## config.mk

```make
export PLATFORM = sky130hd
export DESIGN_NAME = system_options_system_ctrl
export DESIGN_NICKNAME = d
export VERILOG_FILES = /design/src/verilog/system_options_system_ctrl.v
export VERILOG_INCLUDE_DIRS = /design/src /design/src/verilog
export SDC_FILE = /design/constraint.sdc
export NUM_CORES = 1
export LEC_CHECK = 0
export BUFFER_PORTS_ARGS = -buffer_cell sky130_fd_sc_hd__buf_4
export CAP_MARGIN = 25
export CORE_AREA = 4 4 80 82
export DETAILED_ROUTE_END_ITERATION = 7
export DIE_AREA = 0 0 84 86
export HOLD_SLACK_MARGIN = 0.1
export PLACE_DENSITY = 0.82
export SLEW_MARGIN = 0
export SYNTH_ARGS = -nofsm -noshare
export SYNTH_HDL_FRONTEND = slang
export SYNTH_SLANG_ARGS = --single-unit
```

## constraint.sdc

```tcl
create_clock -name hclk -period 4.7 [get_ports hclk]
set_input_delay 0.94 -clock hclk [delete_from_list [all_inputs] [get_ports hclk]]
set_output_delay 0.94 -clock hclk [all_outputs]
set_load 0.03 [all_outputs]
```

## src/verilog/system_options_map.vh

```
/*
 System control block constants: register byte offsets, field positions,
 reset values and wakeup periods. Assumes a 32-bit AHB-Lite slave with one
 register per aligned word, 8-bit registers in the low byte.
*/
`ifndef SYSTEM_OPTIONS_MAP_VH
`define SYSTEM_OPTIONS_MAP_VH

// Register byte offsets
`define SYSTEM_OPTIONS_OFS_OPTIONS     8'h00
`define SYSTEM_OPTIONS_OFS_IDENT_HIGH  8'h04
`define SYSTEM_OPTIONS_OFS_IDENT_LOW   8'h08
`define SYSTEM_OPTIONS_OFS_WAKEUP      8'h0c
`define SYSTEM_OPTIONS_OFS_IRQ_STATUS  8'h10
`define SYSTEM_OPTIONS_OFS_IRQ_ENABLE  8'h14
`define SYSTEM_OPTIONS_OFS_IRQ_CLEAR   8'h18

// System options field positions
`define SYSTEM_OPTIONS_BIT_WDOG_EN     7
`define SYSTEM_OPTIONS_BIT_WDOG_LONG   6
`define SYSTEM_OPTIONS_BIT_STOP_EN     5
`define SYSTEM_OPTIONS_BIT_DBG_PIN     1
`define SYSTEM_OPTIONS_BIT_RST_PIN     0

// Wakeup status/control field positions
`define SYSTEM_OPTIONS_BIT_WK_FLAG     7
`define SYSTEM_OPTIONS_BIT_WK_ACK      6
`define SYSTEM_OPTIONS_BIT_WK_CLKSEL   5
`define SYSTEM_OPTIONS_BIT_WK_IRQEN    4
`define SYSTEM_OPTIONS_WK_PER_MSB      2

// Interrupt status bits
`define SYSTEM_OPTIONS_IRQ_WAKEUP      0
`define SYSTEM_OPTIONS_IRQ_WR_IGNORED  1

// Reset values of the plain option bits
`define SYSTEM_OPTIONS_RST_WDOG_EN     1'b1
`define SYSTEM_OPTIONS_RST_WDOG_LONG   1'b1
`define SYSTEM_OPTIONS_RST_STOP_EN     1'b0
`define SYSTEM_OPTIONS_RST_RST_PIN     1'b0

// Identification: revision and part number, arbitrary neutral values
`define SYSTEM_OPTIONS_REVISION        4'h1
`define SYSTEM_OPTIONS_PART_NUMBER     12'h5a3
// Part number split across the two identification words, also arbitrary
`define SYSTEM_OPTIONS_PART_NUMBER_HI  4'h5
`define SYSTEM_OPTIONS_PART_NUMBER_LO  8'ha3

// Tick source: 1 ms tick, 32 kHz divided by 32
`define SYSTEM_OPTIONS_TICK_MS         1
`define SYSTEM_OPTIONS_FAST_DIV        32

// Wakeup periods in ticks
`define SYSTEM_OPTIONS_PER_1           11'd8
`define SYSTEM_OPTIONS_PER_2           11'd32
`define SYSTEM_OPTIONS_PER_3           11'd64
`define SYSTEM_OPTIONS_PER_4           11'd128
`define SYSTEM_OPTIONS_PER_5           11'd256
`define SYSTEM_OPTIONS_PER_6           11'd512
`define SYSTEM_OPTIONS_PER_7           11'd1024

`endif

```

## src/verilog/system_options_system_ctrl.v

```verilog
/*
 System options, device identification and periodic wakeup control with an
 AHB-Lite register slave. Assumes hclk at 100 MHz, tick inputs already
 synchronous to hclk as one-cycle pulses, and strap levels stable at reset.
 Writes complete with no wait state; every read inserts exactly one, so
 that hrdata comes straight from a flip-flop. Responses are always OKAY.
*/
// Overview of operation
// - Watchdog enable bit, written once only
// - Watchdog timeout select short or long, once
// - Stop disabled turns stop into illegal reset
// - Options honour first write, ignore later ones
// - Debug pin enable routes shared pin
// - Debug enable resets per mode, security and power-on reset
// - Debug enable only clears, never sets
// - Reset pin enable gives reset and pullup
// - Reset pin starts as input port
// - Revision nibble hard-wired read-only
// - Twelve-bit part number hard-wired read-only
// - Wakeup flag set on timeout, read-only
// - Acknowledge write one clears, reads zero
// - Clock select: 1 kHz or 32 kHz/32
// - Period code zero disables, else table
// - Interrupt needs enable and flag
`timescale 1ns/1ps
`default_nettype none
`include "system_options_map.vh"

module system_options_system_ctrl
(
  input  wire        hclk,
  input  wire        hresetn,
  input  wire        hsel,
  input  wire [31:0] haddr,
  input  wire [1:0]  htrans,
  input  wire        hwrite,
  input  wire [2:0]  hsize,
  input  wire [31:0] hwdata,
  input  wire        hready,
  output reg  [31:0] hrdata,
  output wire        hreadyout,
  output wire        hresp,
  input  wire        power_on_reset,
  input  wire        mode_select_pin,
  input  wire        security_disengaged,
  input  wire        stop_request,
  input  wire        tick_1khz,
  input  wire        tick_32khz,
  output wire        watchdog_enable,
  output wire        watchdog_timeout_select,
  output wire        stop_mode_enable,
  output wire        stop_enter,
  output reg         illegal_opcode_reset,
  output wire        debug_pin_enable,
  output wire        reset_pin_enable,
  output wire        reset_pin_pullup,
  output wire        wakeup_irq,
  output wire        irq
);

  // Wakeup period lookup, code zero gives zero (disabled)
  function [10:0] period_of;
    input [2:0] code;
    begin
      case (code)
        3'h1:    period_of = `SYSTEM_OPTIONS_PER_1;
        3'h2:    period_of = `SYSTEM_OPTIONS_PER_2;
        3'h3:    period_of = `SYSTEM_OPTIONS_PER_3;
        3'h4:    period_of = `SYSTEM_OPTIONS_PER_4;
        3'h5:    period_of = `SYSTEM_OPTIONS_PER_5;
        3'h6:    period_of = `SYSTEM_OPTIONS_PER_6;
        3'h7:    period_of = `SYSTEM_OPTIONS_PER_7;
        default: period_of = 11'h000;
      endcase
    end
  endfunction

  // Bus data phase bookkeeping
  reg        wr_pend_reg;    // Write data phase pending
  reg        rd_pend_reg;    // Read data phase pending
  reg  [7:0] addr_reg;       // Latched word address
  reg        rd_ready_reg;   // Second cycle of a read data phase
  // Option bits
  reg        wdog_en_reg;    // Watchdog enable
  reg        wdog_long_reg;  // Watchdog long timeout
  reg        stop_en_reg;    // Stop permitted
  reg        dbg_pin_reg;    // Debug pin routing
  reg        rst_pin_reg;    // Reset pin function
  reg        written_reg;    // First write already taken
  reg        strap_done_reg; // Debug reset value captured
  // Wakeup logic
  reg        wk_flag_reg;    // Wakeup flag
  reg        wk_clksel_reg;  // Clock source select
  reg        wk_irqen_reg;   // Wakeup interrupt enable
  reg  [2:0] wk_per_reg;     // Period code
  reg  [4:0] div_reg;        // Divide-by-32 prescaler
  reg [10:0] wk_cnt_reg;     // Tick counter
  // Interrupt block
  reg  [1:0] irq_stat_reg;   // Sticky events
  reg  [1:0] irq_en_reg;     // Event enables

  // Decoded bus strobes and the wakeup tick path
  wire       addr_ok;        // Address phase valid this cycle
  wire       wr_opt;         // Write to options
  wire       wr_wk;          // Write to wakeup register
  wire       tick;           // Selected 1 ms tick
  wire       timeout;        // Wakeup period reached
  wire [10:0] period;        // Current period length
  wire [1:0] events;         // Events this cycle
  wire [7:0] wdat;           // Written byte
  reg  [7:0] rd_byte;        // Read mux

  // Slave answer: writes need no wait, a read holds hreadyout low for one
  // cycle so that hrdata can be loaded from a flip-flop before it is taken
  assign hreadyout = ~rd_pend_reg | rd_ready_reg;
  // Nothing in this block can fail a transfer
  assign hresp     = 1'b0;
  // A transfer is taken only while the previous data phase finishes
  assign addr_ok   = hsel & hready & htrans[1];
  // Registers are eight bits wide and sit in the low byte lane
  assign wdat      = hwdata[7:0];
  // Write strobes fire in the data phase, when hwdata is on the bus
  assign wr_opt    = wr_pend_reg & (addr_reg == `SYSTEM_OPTIONS_OFS_OPTIONS);
  assign wr_wk     = wr_pend_reg & (addr_reg == `SYSTEM_OPTIONS_OFS_WAKEUP);

  // Capture address phase; the pending flags mark the data phase after it
  always @(posedge hclk or negedge hresetn)
  begin
    if (!hresetn)
    begin
      // Reset: no transfer in flight
      wr_pend_reg <= 1'b0;
      rd_pend_reg <= 1'b0;
      addr_reg    <= 8'h00;
    end
    // Advance only when the current data phase finishes
    else if (hready)
    begin
      wr_pend_reg <= addr_ok & hwrite;
      rd_pend_reg <= addr_ok & ~hwrite;
      // Keep the word address; byte lanes are not decoded
      if (addr_ok)
        addr_reg <= {haddr[7:2], 2'b00};
    end
  end

  // Read wait state: the first cycle of a read data phase loads hrdata and
  // holds hreadyout low, the second one completes the transfer. The toggle
  // also spaces back-to-back reads, each one gets its own wait state.
  always @(posedge hclk or negedge hresetn)
  begin
    if (!hresetn)
      // Reset: no read in flight
      rd_ready_reg <= 1'b0;
    else
      // High for exactly the second cycle of each read data phase
      rd_ready_reg <= rd_pend_reg & ~rd_ready_reg;
  end

  // Option register, one write after reset
  always @(posedge hclk or negedge hresetn)
  begin
    if (!hresetn)
    begin
      // Reset: chosen option defaults, debug pin on its debug role
      wdog_en_reg    <= `SYSTEM_OPTIONS_RST_WDOG_EN;
      wdog_long_reg  <= `SYSTEM_OPTIONS_RST_WDOG_LONG;
      stop_en_reg    <= `SYSTEM_OPTIONS_RST_STOP_EN;
      rst_pin_reg    <= `SYSTEM_OPTIONS_RST_RST_PIN;
      dbg_pin_reg    <= 1'b1;
      // Write-once lock and strap capture both rearm on every reset
      written_reg    <= 1'b0;
      strap_done_reg <= 1'b0;
    end
    else
    begin
      // Straps are looked at once only, on the first edge after release
      // strap caught after release
      if (!strap_done_reg)
      begin
        strap_done_reg <= 1'b1;
        dbg_pin_reg    <= ~mode_select_pin | security_disengaged | power_on_reset;
      end
      // Later writes fall through here and only raise an event below
      // first write only
      if (wr_opt & ~written_reg)
      begin
        written_reg   <= 1'b1;
        wdog_en_reg   <= wdat[`SYSTEM_OPTIONS_BIT_WDOG_EN];
        wdog_long_reg <= wdat[`SYSTEM_OPTIONS_BIT_WDOG_LONG];
        // Stop permission and pin role share the single write
        stop_en_reg   <= wdat[`SYSTEM_OPTIONS_BIT_STOP_EN];
        rst_pin_reg   <= wdat[`SYSTEM_OPTIONS_BIT_RST_PIN];
        // Until the strap is in, a write must not override its value
        // only one-to-zero accepted
        if (strap_done_reg)
          dbg_pin_reg <= dbg_pin_reg & wdat[`SYSTEM_OPTIONS_BIT_DBG_PIN];
      end
    end
  end

  // Option levels go straight to the watchdog, stop and pin logic
  assign watchdog_enable         = wdog_en_reg;
  assign watchdog_timeout_select = wdog_long_reg;
  assign stop_mode_enable        = stop_en_reg;
  assign debug_pin_enable        = dbg_pin_reg;
  assign reset_pin_enable        = rst_pin_reg;
  assign reset_pin_pullup        = rst_pin_reg;
  // Combinational, so the core sees the answer in the same cycle
  // stop only when permitted
  assign stop_enter              = stop_request & stop_en_reg;

  // Registered so the reset request never glitches on the stop decode
  // illegal-opcode reset pulse
  always @(posedge hclk or negedge hresetn)
  begin
    if (!hresetn)
      // Reset: no request pending
      illegal_opcode_reset <= 1'b0;
    else
      // Stop while disabled asks for a reset one cycle later
      illegal_opcode_reset <= stop_request & ~stop_en_reg;
  end

  // The fast source is divided by 32 to give its own 1 ms tick
  // clock source and prescaler
  always @(posedge hclk or negedge hresetn)
  begin
    if (!hresetn)
      // Reset: prescaler cleared
      div_reg <= 5'h00;
    else if (!wk_clksel_reg)
      // Slow source selected: keep the prescaler at zero
      div_reg <= 5'h00;
    else if (tick_32khz)
      // Count fast pulses, wrapping every 32
      div_reg <= div_reg + 5'h01;
  end

  // Selected tick: last fast pulse of each group of 32, or the slow pulse
  assign tick    = wk_clksel_reg ? (tick_32khz & (div_reg == 5'h1f)) : tick_1khz;
  assign period  = period_of(wk_per_reg);
  // Timeout on the tick that completes the period; code zero never times
  // out. Greater-or-equal so a shorter period written mid-count cannot
  // leave the counter beyond its end until it wraps.
  assign timeout = tick & (period != 11'h000) & (wk_cnt_reg >= period - 11'd1);

  // count ticks, restart, clear when disabled
  always @(posedge hclk or negedge hresetn)
  begin
    if (!hresetn)
      // Reset: counter cleared
      wk_cnt_reg <= 11'h000;
    else if (period == 11'h000)
      // Disabled: held cleared so a new period starts from zero
      wk_cnt_reg <= 11'h000;
    else if (timeout)
      // Period reached: restart
      wk_cnt_reg <= 11'h000;
    else if (tick)
      // One more tick of the selected source
      wk_cnt_reg <= wk_cnt_reg + 11'd1;
  end

  // Wakeup control and flag
  always @(posedge hclk or negedge hresetn)
  begin
    if (!hresetn)
    begin
      // Reset: wakeup disabled, flag clear, slow source
      wk_flag_reg   <= 1'b0;
      wk_clksel_reg <= 1'b0;
      wk_irqen_reg  <= 1'b0;
      wk_per_reg    <= 3'h0;
    end
    else
    begin
      // Control fields written in the data phase of a write
      if (wr_wk)
      begin
        wk_clksel_reg <= wdat[`SYSTEM_OPTIONS_BIT_WK_CLKSEL];
        wk_irqen_reg  <= wdat[`SYSTEM_OPTIONS_BIT_WK_IRQEN];
        wk_per_reg    <= wdat[`SYSTEM_OPTIONS_WK_PER_MSB:0];
      end
      // set on timeout, wins over ack
      if (timeout)
        wk_flag_reg <= 1'b1;
      else if (wr_wk & wdat[`SYSTEM_OPTIONS_BIT_WK_ACK])
        wk_flag_reg <= 1'b0;
    end
  end

  assign wakeup_irq = wk_flag_reg & wk_irqen_reg;

  // Sticky events: wakeup timeout, ignored option write
  assign events = {wr_opt & written_reg, timeout};

  always @(posedge hclk or negedge hresetn)
  begin
    if (!hresetn)
    begin
      // Reset: no events recorded, every source masked
      irq_stat_reg <= 2'b00;
      irq_en_reg   <= 2'b00;
    end
    else
    begin
      // Enable register is plain read-write
      if (wr_pend_reg & (addr_reg == `SYSTEM_OPTIONS_OFS_IRQ_ENABLE))
        irq_en_reg <= wdat[1:0];
      // Set wins over clear
      if (wr_pend_reg & (addr_reg == `SYSTEM_OPTIONS_OFS_IRQ_CLEAR))
        irq_stat_reg <= (irq_stat_reg & ~wdat[1:0]) | events;
      else
        irq_stat_reg <= irq_stat_reg | events;
    end
  end

  // One level output while any enabled status bit is set
  assign irq = |(irq_stat_reg & irq_en_reg);

  // Read mux
  always @*
  begin
    // Decode the word latched in the address phase
    case (addr_reg)
      `SYSTEM_OPTIONS_OFS_OPTIONS:
        rd_byte = {wdog_en_reg, wdog_long_reg, stop_en_reg, 3'b000,
                   dbg_pin_reg, rst_pin_reg};
      `SYSTEM_OPTIONS_OFS_IDENT_HIGH:
        rd_byte = {`SYSTEM_OPTIONS_REVISION, `SYSTEM_OPTIONS_PART_NUMBER_HI};
      `SYSTEM_OPTIONS_OFS_IDENT_LOW:
        rd_byte = `SYSTEM_OPTIONS_PART_NUMBER_LO;
      `SYSTEM_OPTIONS_OFS_WAKEUP:
        rd_byte = {wk_flag_reg, 1'b0, wk_clksel_reg, wk_irqen_reg, 1'b0, wk_per_reg};
      // Interrupt status and enable, upper bits zero
      `SYSTEM_OPTIONS_OFS_IRQ_STATUS:
        rd_byte = {6'h00, irq_stat_reg};
      `SYSTEM_OPTIONS_OFS_IRQ_ENABLE:
        rd_byte = {6'h00, irq_en_reg};
      // Unmapped words and the write-only clear word read zero
      default:
        rd_byte = 8'h00;
    endcase
  end

  // Read data register: loaded in the wait cycle of a read so it stands for
  // the whole completing cycle, cleared when the next read is taken
  always @(posedge hclk or negedge hresetn)
  begin
    if (!hresetn)
      // Reset: bus reads zero
      hrdata <= 32'h00000000;
    else if (rd_pend_reg & ~rd_ready_reg)
      // First data-phase cycle: register byte into the low lane
      hrdata <= {24'h000000, rd_byte};
    else if (addr_ok & ~hwrite)
      // New read accepted: drop the stale word
      hrdata <= 32'h00000000;
  end

endmodule
`default_nettype wire

```

==> impl_metrics.yaml <==
global_route:
  grtUsageMet2: 0.287
  antenna_found_initial: 0
  busiest_layer: "met2"
  grt_pass1_wl_um: 9330
  grt-ovfl-total: 0
  grt_util_all_layers: 0.157
  grtUsageMet1: 0.184
  grt_max_degree: 51
  met3_usage: 0.0375
  grt_pass1_vias: 2090
clocking:
  cts_tree: "yes"
  clkTransAtPathRegs_ns: 0.08
  clock_sinks: 50
  clock_path_buffers: 2
  root_buffer: "clkbuf_8"
  cts.repair.resized: 0
  clk_latency_ns: 0.31
  h-tree-depth: 2
  cts_hold_buf: 0
  post_cts_buffers: 0
  cts_buffers: 5
final_layout:
  largest_reg_flops: 11
  drive_gt1_frac: 0.235
  stdcell_area_um2: 3210
  nNetsFinal: 418
  area_growth_pct: 13.9
  antenna_cells: 0
timing:
  worstMarginPinSlew_ns: 0.604
  skew_ns: 0.0109
  hold_viol: 0
  relSlewSlack: 0.597
  hold_ws_ns: 0.437
  period_minus_slack_ns: 2.75
  fin_ws_ns: 1.95
  maxSlewViolCount: 0
  max_freq_mhz: 364
  setup_viol: 0
  rsz0062_at_grt: "false"
  fin_crit_sh: 0.585
  timing.setup.tns_ns: 0
synth:
  async_flop_share: 1.00
  synthCells: 287
  synth_warnings: 0
  synth_commonest_cells: "dfrtp_1, nand2_1, buf_4, nor2_1"
  yosysSeqAreaShare: 0.445
  synth_edf_count: 0
  ys_types: 44
  syn_avg_cell_area_um2: 9.83
  synth_top_cell_by_area: "dfrtp_1"
  synth_area_leaders: "dfrtp_1, buf_4, mux2_2"
  synth_most_common_cell: "dfrtp_1"
  synth-seq-cells: 50
  netlist_area_um2: 2820
  synth_top_area_share: 0.417
  synth_ff_type: "dfrtp_1"
die:
  start_util: 0.491
  die_w_um: 84
  die_h_um: 86
  die_area_um2: 7220
  core_area_um2: 5750
  rows: 28
  ios: 124
power:
  p_leak_uw: 0.00156
  p_total_uw: 1280
  p_per_area_nw_per_um2: 399
  vdd_ir_drop_max_v: 0.000218
setup_path:
  max_stage_delay_ns: 0.48
  cp.required_ns: 4.94
  worstSetupPathType: "flip-flop to flip-flop"
  crit_arrival_ns: 2.99
  crit_chain: "nor2_1 -> nand2_1 -> ha_1 -> and3_1 -> a21oi_1 -> ha_1 -> nand4_1 -> o221ai_1 -> a211oi_2 -> o21ai_2 -> nor2_1"
  crit_fanout: 9
  cp-start-kind: "flip-flop"
  critPathTopFamily: "compound AO/OA/AOI/OAI gates"
  endpoint_kind: "flip-flop"
  path_buf_inv: 0
  critPathSlowestCell: "dfrtp_1"
place:
  dp_slack_ns: 1.98
  port_buffers: 42
  placed_area_um2: 3070
  dpl.hpwl_um: 4170
  gp_congestion: 0.799
routing:
  post-route-drc-count: 0
  drt-initial-drc-count: 113
  wl_per_cell_um: 13.3
  ant_nets: 0
  wl_um: 5360
  num_vias: 2052
  dr.pass1.iters: 4
  vias_per_cell: 5.10
hold_path:
  worst_hold_path_type: "flip-flop to flip-flop"
run:
  max_cap_violations: 0
status:
  outcome: "completed"
==> cells by family (layout without fill, tap and decap cells) <==
family	after synthesis	count (layout)	share of synthesized area
multiplexers	18	18	0.0701
buffers and inverters	48	63	0.107
adder cells (fa/ha/maj)	12	12	0.0532
flip-flops	50	50	0.445
AO/OA/AOI/OAI	45	45	0.104
XOR/XNOR	11	11	0.0342
other	2	27	0.00266
AND/OR/NAND/NOR	101	101	0.184
==> path summary, 6_finish.rpt <==
kind / startpoint / end / slack (ns) / cells after the start
min reg2reg: strap_done_reg / debug_pin_enable / 0.44 / 1
max in group asynchronous: hresetn / wk_cnt_reg[2] / 3.66 / 1
min in group asynchronous: hresetn / wk_cnt_reg[9] / 0.64 / 1
min: strap_done_reg / debug_pin_enable / 0.44 / 1
max: wk_per_reg[1] / wk_cnt_reg[2] / 1.95 / 11
max reg2reg: wk_per_reg[1] / wk_cnt_reg[2] / 1.95 / 11
==> power breakdown <==
| group | leakage (uW) | internal [uW] | switching [uW] | total, uW |
|---|---|---|---|---|
| combinational | 0.000848 | 138 | 216 | 354 |
| sequential | 0.000639 | 490 | 70.1 | 560 |
| clock | 0.0000714 | 227 | 140 | 367 |
==> cells in the final DEF (no fill, tap or decap), types with 4 or more instances in the layout <==
master / Yosys / final
mux2_2: 14 / 14
nand4_1: 4 / 4
clkbuf_8: 0 / 6
nand3_1: 13 / 13
buf_4: 28 / 42
dfrtp_1: 47 / 47
nor3_1: 4 / 4
a21oi_1: 14 / 14
nand2b_1: 4 / 4
and2_1: 5 / 5
nand2_1: 32 / 32
and3_1: 5 / 5
inv_1: 13 / 13
xnor2_1: 5 / 5
nor2_1: 21 / 21
ha_1: 12 / 12
xor2_1: 6 / 6
mux2i_1: 4 / 4
o21ai_0: 12 / 12
conb_1: 2 / 27
==> layer usage <==
| layer | up-vias | part of all wire |
|---|---|---|
| met2 | 55 | 0.51 |
| met4 | 0 | 0.014 |
| met5 | - | 0 |
| met1 | 983 | 0.41 |
| li1 | 1007 | - |
| met3 | 7 | 0.058 |
==> metrics by stage <==
stage	util	instances
after floorplan	-	312
after global placement	0.534	394
after detailed placement	0.534	394
after CTS	0.559	402
after global routing	0.559	402
final	0.559	402
==> final cells by class <==
type	count	area [um^2]
clock buffers	6	82.6
clock inverters	2	60.1
fillers	506	2530
inverters	13	48.8
multi-input cells	214	1360
flip-flops and latches	50	1250
well taps	75	93.8
repair buffers	42	315
Power figures use the tool's default switching activity.
